File: src/rtl/lcag_pkg.sv
// Constants and types of the linear/circular address generator.
// Assumes one CPU clock; the decoder presents one request per cycle.
package lcag_pkg;

	localparam int LCAG_DATA_W = 32;
	localparam int LCAG_REG_IDX_W = 4;
	localparam int LCAG_BK_W = 5;
	localparam int LCAG_SHORT_CST_W = 5;
	localparam int LCAG_LONG_CST_W = 15;

	// Instruction mode field bit positions
	localparam int LCAG_MODE_MODIFY_BIT = 3;
	localparam int LCAG_MODE_REG_BIT = 2;
	localparam int LCAG_MODE_POST_BIT = 1;
	localparam int LCAG_MODE_ADD_BIT = 0;

	// Circular-eligible and long-offset base register numbers
	localparam logic [LCAG_REG_IDX_W-1:0] LCAG_CIRC_FIRST_REG = 4'h4;
	localparam logic [LCAG_REG_IDX_W-1:0] LCAG_CIRC_LAST_REG = 4'h7;
	localparam logic [LCAG_REG_IDX_W-1:0] LCAG_LONG_BASE_LO = 4'hE;
	localparam logic [LCAG_REG_IDX_W-1:0] LCAG_LONG_BASE_HI = 4'hF;

	// Addressing mode register layout: 2 bits per eligible register
	localparam int LCAG_MODE_SLOT_W = 2;
	localparam int LCAG_FIRST_BLOCK_LSB = 16;
	localparam int LCAG_SECOND_BLOCK_LSB = 21;
	localparam logic [1:0] LCAG_AMODE_LINEAR = 2'h0;
	localparam logic [1:0] LCAG_AMODE_CIRC_FIRST = 2'h1;
	localparam logic [1:0] LCAG_AMODE_CIRC_SECOND = 2'h2;

	// Access size code is also the offset shift
	localparam logic [1:0] LCAG_SIZE_BYTE = 2'h0;
	localparam logic [1:0] LCAG_SIZE_HALF = 2'h1;
	localparam logic [1:0] LCAG_SIZE_WORD = 2'h2;

	localparam logic [LCAG_DATA_W-1:0] LCAG_WORD_RST = 32'h0000_0000;

	typedef enum logic [1:0] {
		LCAG_OP_MEM,
		LCAG_OP_SCALED_ADD,
		LCAG_OP_SCALED_SUB
	} lcag_op_t;

endpackage

File: src/rtl/lcag_calc_if.sv
// Carrier between the address generator and its wrap arithmetic.
// Purely combinational signals, no clock.
`timescale 1ns/100ps
`default_nettype none
interface lcag_calc_if;
	logic [31:0] base;
	logic [31:0] scaled;
	logic subtract;
	logic circular;
	logic [4:0] block_n;
	logic [31:0] result;
	logic [31:0] keep_mask;

	modport calc (input base, scaled, subtract, circular, block_n, output result, keep_mask);
	modport user (output base, scaled, subtract, circular, block_n, input result, keep_mask);
endinterface
`default_nettype wire

File: src/rtl/lcag_addr_gen.sv
// Address generator of one data unit: load/store addresses and scaled add/sub.
// Assumes requests from the decoder on clk_sys; results one cycle later.
`timescale 1ns/100ps
`default_nettype none

// Function
// - Modes are linear, circular on the first block size, circular on the second.
// - Only registers 4-7 of either side may wrap; all others are linear.
// - Loads, stores and scaled add/subtract consult the mode register for those eight.
// - Load/store offsets are shifted by 2, 1 or 0 for word, half, byte and added or subtracted.
// - Pre-modify and plain offset forms access memory at the computed address.
// - Post-modify forms access memory at the old base; only the new base changes.
// - Scaled add/subtract shift the first source by the size and write the destination.
// - In circular mode only bits N..0 change and bits 31..N+1 keep the base.
// - Block size is in bytes, never scaled by the access size.
// - Block field N gives a buffer of 2^(N+1) bytes, so 4 gives 32 bytes.
// - A long form uses base 14 or 15 of side B plus a 15-bit unsigned constant, added.
// - The long form never modifies the base register.
// - Offsets come from an offset register or a 5-bit unsigned constant.
// - Mode field bits: modify, register offset, post, add.
module lcag_addr_gen
	import lcag_pkg::*;
(
	input wire logic clk_sys,
	input wire logic rst,
	input wire logic req_valid,
	input wire lcag_op_t req_op,
	input wire logic req_side_b,
	input wire logic [LCAG_REG_IDX_W-1:0] req_base_index,
	input wire logic [31:0] req_base_value,
	input wire logic [31:0] req_offset_value,
	input wire logic [LCAG_SHORT_CST_W-1:0] req_short_const,
	input wire logic [LCAG_LONG_CST_W-1:0] req_long_const,
	input wire logic req_long_form,
	input wire logic [3:0] req_mode_field,
	input wire logic [1:0] req_size,
	input wire logic [31:0] addressing_mode_register,
	output logic out_valid,
	output logic out_is_mem,
	output logic [31:0] out_mem_address,
	output logic out_writeback,
	output logic [31:0] out_writeback_value,
	output logic out_fault
);

	////////////////////////////////////////////////////////////////////////
	// Decode

	lcag_calc_if calc ();

	logic [31:0] offset_sel;
	logic eligible;
	logic [2:0] mode_slot;
	logic [1:0] amode;
	logic is_mem;
	logic long_ok;
	logic legal;
	logic modify;
	logic post;

	always_comb begin
		is_mem = (req_op == LCAG_OP_MEM);
		long_ok = req_side_b &&
			(req_base_index == LCAG_LONG_BASE_LO || req_base_index == LCAG_LONG_BASE_HI);
		legal = (req_op == LCAG_OP_MEM || req_op == LCAG_OP_SCALED_ADD ||
			req_op == LCAG_OP_SCALED_SUB) && (!req_long_form || (is_mem && long_ok));
		if (req_long_form) begin
			offset_sel = {17'h0_0000, req_long_const};
		end else if (req_mode_field[LCAG_MODE_REG_BIT]) begin
			offset_sel = req_offset_value;
		end else begin
			offset_sel = {27'h000_0000, req_short_const};
		end
		eligible = !req_long_form && req_base_index >= LCAG_CIRC_FIRST_REG &&
			req_base_index <= LCAG_CIRC_LAST_REG;
		mode_slot = {req_side_b, req_base_index[1:0]};
		amode = addressing_mode_register[mode_slot*LCAG_MODE_SLOT_W +: LCAG_MODE_SLOT_W];
		modify = is_mem && !req_long_form && req_mode_field[LCAG_MODE_MODIFY_BIT];
		post = modify && req_mode_field[LCAG_MODE_POST_BIT];
	end

	////////////////////////////////////////////////////////////////////////
	// Arithmetic

	always_comb begin
		// scale first source by data size
		calc.base = req_base_value;
		calc.scaled = offset_sel << req_size;
		if (req_op == LCAG_OP_SCALED_SUB) begin
			calc.subtract = 1'b1;
		end else if (req_op == LCAG_OP_SCALED_ADD || req_long_form) begin
			calc.subtract = 1'b0;
		end else begin
			calc.subtract = !req_mode_field[LCAG_MODE_ADD_BIT];
		end
		// linear or one of two circular modes
		calc.circular = eligible &&
			(amode == LCAG_AMODE_CIRC_FIRST || amode == LCAG_AMODE_CIRC_SECOND);
		calc.block_n = (amode == LCAG_AMODE_CIRC_SECOND) ?
			addressing_mode_register[LCAG_SECOND_BLOCK_LSB +: LCAG_BK_W] :
			addressing_mode_register[LCAG_FIRST_BLOCK_LSB +: LCAG_BK_W];
	end

	lcag_wrap_unit u_wrap (
		.c(calc.calc)
	);

	////////////////////////////////////////////////////////////////////////
	// Result registers

	logic valid_ff, nxt_valid;
	logic is_mem_ff, nxt_is_mem;
	logic [31:0] addr_ff, nxt_addr;
	logic wb_ff, nxt_wb;
	logic [31:0] wb_value_ff, nxt_wb_value;
	logic fault_ff, nxt_fault;

	always_comb begin
		nxt_valid = req_valid && legal;
		nxt_is_mem = req_valid && legal && is_mem;
		nxt_fault = req_valid && !legal;
		nxt_addr = addr_ff;
		nxt_wb_value = wb_value_ff;
		nxt_wb = 1'b0;
		if (req_valid && legal) begin
			// computed address for pre and plain forms
			nxt_addr = (is_mem && !post) ? calc.result : req_base_value;
			nxt_wb = modify || !is_mem;
			nxt_wb_value = calc.result;
		end
	end

	always_ff @(posedge clk_sys or posedge rst) begin
		if (rst) begin
			valid_ff <= 1'b0;
			is_mem_ff <= 1'b0;
			addr_ff <= LCAG_WORD_RST;
			wb_ff <= 1'b0;
			wb_value_ff <= LCAG_WORD_RST;
			fault_ff <= 1'b0;
		end else begin
			valid_ff <= nxt_valid;
			is_mem_ff <= nxt_is_mem;
			addr_ff <= nxt_addr;
			wb_ff <= nxt_wb;
			wb_value_ff <= nxt_wb_value;
			fault_ff <= nxt_fault;
		end
	end

	assign out_valid = valid_ff;
	assign out_is_mem = is_mem_ff;
	assign out_mem_address = addr_ff;
	assign out_writeback = wb_ff;
	assign out_writeback_value = wb_value_ff;
	assign out_fault = fault_ff;

	logic [31:0] chk_scaled;
	logic chk_plain;
	assign chk_scaled = offset_sel << req_size;
	assign chk_plain = req_valid && is_mem && !req_long_form && legal && !calc.circular;
endmodule
`default_nettype wire

File: src/rtl/lcag_wrap_unit.sv
// Add/subtract with optional circular wrap of the low N+1 bits.
// Combinational; driven by the address generator through lcag_calc_if.
`timescale 1ns/100ps
`default_nettype none
module lcag_wrap_unit (
	lcag_calc_if.calc c
);
	logic [31:0] raw;

	always_comb begin
		raw = c.subtract ? (c.base - c.scaled) : (c.base + c.scaled);
		// Bits above N stay those of the base; shift by 32 clears the mask
		c.keep_mask = 32'hFFFF_FFFF << ({1'b0, c.block_n} + 6'h01);
		if (c.circular) begin
			c.result = (c.base & c.keep_mask) | (raw & ~c.keep_mask);
		end else begin
			c.result = raw;
		end
	end
endmodule
`default_nettype wire

File: config.mk
export PLATFORM = sky130hd
export DESIGN_NAME = lcag_addr_gen
export DESIGN_NICKNAME = d
export VERILOG_FILES = /design/src/rtl/lcag_pkg.sv /design/src/rtl/lcag_calc_if.sv /design/src/rtl/lcag_addr_gen.sv /design/src/rtl/lcag_wrap_unit.sv
export SDC_FILE = /design/constraint.sdc
export NUM_CORES = 1
export LEC_CHECK = 0
export BUFFER_PORTS_ARGS = -buffer_cell sky130_fd_sc_hd__buf_4
export CORE_ASPECT_RATIO = 1.75
export CORE_MARGIN = 1
export CORE_UTILIZATION = 40
export CTS_CLUSTER_SIZE = 28
export DETAILED_ROUTE_END_ITERATION = 12
export SETUP_SLACK_MARGIN = 0.05
export SYNTH_ARGS = -nofsm -noshare
export SYNTH_HDL_FRONTEND = slang
export SYNTH_HIERARCHICAL = 1
export SYNTH_SLANG_ARGS = --single-unit
File: constraint.sdc
create_clock -name clk_sys -period 2.7 [get_ports clk_sys]
set_input_delay 0.27 -clock clk_sys [delete_from_list [all_inputs] [get_ports clk_sys]]
set_output_delay 0.27 -clock clk_sys [all_outputs]
set_load 0.03 [all_outputs]
After elaboration in Yosys (flattened, before gate mapping). Index checks and enable logic that the tools add are counted.

Shift-type cells: 3. Magnitude comparators: 2. Add/sub/neg operators: 3. Bitwise operators: 4. Reductions and logical operators: 26. Muxes and demuxes: 9. Equality and inequality tests: 6.

Operators with widths (count): 32-bit two-way mux (5); 32-bit AND (2); 32-bit adder (1); 32-bit inverter (1); 32-bit bitwise OR (1); 32-bit by 5-bit indexed part select with 2-bit output (1); 32-bit by 2-bit << shifter with 32-bit output (1); 32-bit by 6-bit << shifter with 32-bit output (first input constant) (1); 32-bit subtractor (1); 1-bit logical AND (13); 4-bit == test (second input constant) (2); 1-bit logical OR (7); 5-bit by 1-bit adder with 6-bit output (second input constant) (1); 1-bit zero test (5); 5-bit two-way mux (1); 2-bit by 1-bit == test with 1-bit output (second input constant) (2); 2-bit == test (second input constant) (2); 4-bit by 3-bit >= comparator with 1-bit output (second input constant) (1); 4-bit by 3-bit less-or-equal comparator with 1-bit output (second input constant) (1); 1-bit two-way mux (3); 2-bit zero test (1).

Word-level logic and storage cells: 59. Bits in registers: 68. Output and inout bits: 68.

Depth between registers and ports, before layout.
Word-level depth: 10. Depth in mapped cells: 27. Gate-level depth less buffers: 25.

By module. Netlist, hierarchy kept.

By module, submodules not included: lcag_addr_gen (cells an instance 322, instances 1, area an instance 4441.8 um^2); lcag_wrap_unit (cells an instance 509, instances 1, area an instance 3206.8 um^2).

Worst setup path after synthesis. No wires, ideal clock.

Path kind: input-to-reg. From: in req_mode_field[2]. To: reg addr_ff[30], in the netlist out_mem_address[30]. Path buffers: 1. Setup slack: -2610 ps. Arrival: 5185 ps. Library setup time: 125 ps. Stages on the path: 22. Cells stage by stage: buf_2 mux2_1 mux4_2 nor2_1 a21oi_1 or3_1 or3_1 nor2_1 and3_1 nand2_1 nor2_1 a21oi_1 xnor2_1 ha_1 a21o_1 or3_1 a311o_1 a41oi_1 xnor2_1 mux2_2 mux2_4 mux2_4.

Longest elaborated chain between the ends: 9. Elaborated cells on any way between the ends: 10. Those cells by class: add/sub: 2; shift: 1; mux: 5; bitwise: 2.

RTL lines: start: declaration (RTL line lcag_addr_gen.sv:35) `input wire logic [3:0] req_mode_field,`; 32-bit two-way mux * (RTL line lcag_addr_gen.sv:69) `end else if (req_mode_field[LCAG_MODE_REG_BIT]) begin`; 32-bit two-way mux * (RTL line lcag_addr_gen.sv:67) `if (req_long_form) begin`; 32-bit by 2-bit << shifter with 32-bit output *; via calc.scaled[4] (RTL line lcag_calc_if.sv:7) `logic [31:0] scaled;`; 32-bit adder / 32-bit subtractor (equally long branches) (RTL line lcag_wrap_unit.sv:11) `raw = c.subtract ? (c.base - c.scaled) : (c.base + c.scaled);`; 32-bit two-way mux * (RTL line lcag_wrap_unit.sv:11); 32-bit AND (RTL line lcag_wrap_unit.sv:15) `c.result = (c.base & c.keep_mask) | (raw & ~c.keep_mask);`; 32-bit bitwise OR (RTL line lcag_wrap_unit.sv:15); 32-bit two-way mux * (RTL line lcag_wrap_unit.sv:14) `if (c.circular) begin`; via calc.result[30] (RTL line lcag_calc_if.sv:11) `logic [31:0] result;`; 32-bit two-way mux * (RTL line lcag_addr_gen.sv:127) `nxt_addr = (is_mem && !post) ? calc.result : req_base_value;`; end signal: assignment (RTL line lcag_addr_gen.sv:144) `addr_ff <= nxt_addr;`; end: declaration (RTL line lcag_addr_gen.sv:113) `logic [31:0] addr_ff, nxt_addr;`.

The timed path passes the listed nets; every way through them passes the cells marked *. A chain may end at the register's enable or synchronous reset.

Final worst setup path. Ends and elaborated chain as after synthesis.

==> reports/results.ini <==
[pwr]
switchingPower_mw = 3.58
finalPower_mw = 8.91
switching_share = 0.402
pwr-share-comb = 0.685
internal-power_mw = 5.33
peakVddDrop_mv = 0.424
clkPwrFrac = 0.130
leakage_nw = 6.30
power_frac_seq = 0.185
pwr_density_cell_nw_per_um2 = 671

[sta]
fin_crit_ps = 4900
min_period_over_period = 1.82
finClkSkew_ps = 0
relSlewSlack = 0.443
hold_viol_final = 0
fmax_mhz = 204
maxSlewViolCount = 0
finalWorstSetupSlack_ps = -2200
fin_hold_ws_ps = 175
tightestPinTransition_ps = 836
tns_ps = -96510
setup_viol = 64
rsz0062_at_grt = true

[place]
dp_hpwl_mm = 20.4
io_buffer_count = 194
gp_congestion = 0.934
place_area_sq_um = 11600

[detailed_routing]
top_layer_used = met4
antenna_left = 0
route.detailed.drc = 0
via_count = 8194
m1WireLength_mm = 9.61
route.met2.wl_mm = 14.6
drt_iter0_markers = 253
totalWireLength_mm = 26.3
drt-pass1-iter-count = 5
wl_per_cell_microns = 17.0
wl_met3_microns = 892
viasPerCell = 5.30

[floorplan]
die_x_microns = 106
dieArea_sq_um = 19600
rows = 66
core_sq_um = 18600
io_pins = 201
start_util = 0.409
die_h_microns = 184

[setup_path]
critPathLaunchType = input port
crit_required_ps = 2920
path_cells = buf_12 > mux2_4 > mux4_2 > nor2_1 > a21oi_1 > or3_4 > or3_4 > nor2_4 > and3_4 > nand2_4 > nor2_4 > a21oi_2 > xnor2_1 > ha_1 > a21o_1 > or3_4 > a311o_1 > a41oi_2 > xnor2_1 > mux2_4 > mux2_4 > mux2_4
end_kind = flop
critPathSlowestCell = mux4_2
arrival_ps = 5130
ff2ff_setup_slack_ps = 1870
crit_path_frequent_cell = mux2_4
cp_max_fo = 5
critical_path_class = input port to flop
slowest_delay_ps = 500

[cts]
cts.htree.levels = 3
path_clk_slew_ps = 60
tritoncts = done
clock_latency_ps = 340
numCtsBuffers = 9
cts.path.max_buffers = 2
cts.sinks = 68
cts-root-buf = clkbuf_16

[cells_and_area]
layout-drive-gt1-share = 0.629
finalNetCount = 1474
final_core_util = 0.715
final_area_sq_um = 13300
syn_to_final_growth_pct = 74.6
antenna_cells = 0

[min_path]
hp-class = input port to flop

[synth]
synth_area_sq_um = 7610
synthCells = 821
syn_nets = 992
syn_area_per_cell_sq_um = 9.27
yosysWarnings = 6

[run_status]
run_status = finished, violations left
violations = negative setup slack

[run]
max-cap-violations = 0

[grt]
antenna_found_initial = 0
first_global_vias = 8399
grt_usage = 0.262
grt_max_degree = 38
overflow = 0
grt_pass1_wl_mm = 40.2

==> layer usage <==
layer	vias to the layer above	global-route usage
met3	68	0.0339
met2	221	0.514
li1	3996	-
met5	-	0
met1	3909	0.264
met4	0	0.128
==> worst paths after layout <==
kind / startpoint / end / depth (start not counted)
setup / recovery: req_mode_field[2] / out_mem_address[30] / 22
hold / removal: req_valid / out_writeback / 2
setup reg to reg: out_writeback_value[5] / out_writeback_value[5] / 1
hold reg to reg: out_writeback_value[7] / out_writeback_value[7] / 1
max in group asynchronous: rst / out_writeback_value[23] / 4
min in group asynchronous: rst / out_mem_address[10] / 3
==> state kept, by name, indices dropped and copies added (netlist names) <==
signal,count
out_fault,1
out_is_mem,1
out_mem_address,32
out_valid,1
out_writeback,1
out_writeback_value,32
==> power groups by stage <==
stage / Combinational (mW) / Clock (mW) / Sequential, mW
6_report: 6.10 / 1.16 / 1.65
5_1_grt: 6.48 / 1.23 / 1.69
3_5_place_dp: 5.13 / 0 / 1.65
4_1_cts: 5.66 / 1.19 / 1.65
3_3_place_gp: 5.07 / 0 / 1.64
2_1_floorplan: 2.25 / 0 / 2.40
==> cell type report <==
| class | instances | area (sq um) |
|---|---|---|
| clock buffer | 11 | 233 |
| clock inverter | 5 | 52.6 |
| fill | 1388 | 5300 |
| inverter | 20 | 77.6 |
| multi-input combinational | 696 | 6920 |
| sequential | 68 | 1700 |
| tap | 238 | 298 |
| timing repair buffer | 508 | 4010 |
==> what timing repair did <==
action	4_1_cts	5_1_grt
endpoints found under the hold margin	10	0
pin swaps	57	92
gates resized for setup	131	93
buffers inserted	29	40
hold buffers	1	0
gates cloned	0	0
endpoints found under the setup margin	64	64
==> through the flow <==
step	setup WS [ps]	instances
global route	-2380	1546
CTS	-2150	1519
global placement	-2560	1480
floorplan	-2420	821
finish	-2200	1546
detailed placement	-2660	1480
==> critical path, delay by kind of cell <==
kind	cells	cell delay, ps
AOI/OAI and AO/OA	5	800
xor gates and xnor gates	2	200
adders and majority gates	1	340
buffers and inverters	1	110
muxes	5	1570
and+or+nand+nor	8	1800
==> placed cells by master, fill, tap and decap left out, types with 10 or more instances in the layout <==
| master | count |
|---|---|
| mux2_4 | 103 |
| ha_1 | 27 |
| nand2b_1 | 13 |
| a21o_1 | 22 |
| o21ai_2 | 10 |
| nor2_4 | 11 |
| xor2_1 | 12 |
| dfrtp_1 | 68 |
| buf_6 | 31 |
| inv_1 | 14 |
| xnor2_1 | 34 |
| a21oi_2 | 31 |
| mux4_2 | 18 |
| o21ai_0 | 19 |
| buf_4 | 470 |
| a21oi_1 | 32 |
| mux2i_1 | 21 |
| and2_1 | 17 |
| nand2_1 | 52 |
| nor2_1 | 53 |
(Power assumes the default switching activity.)
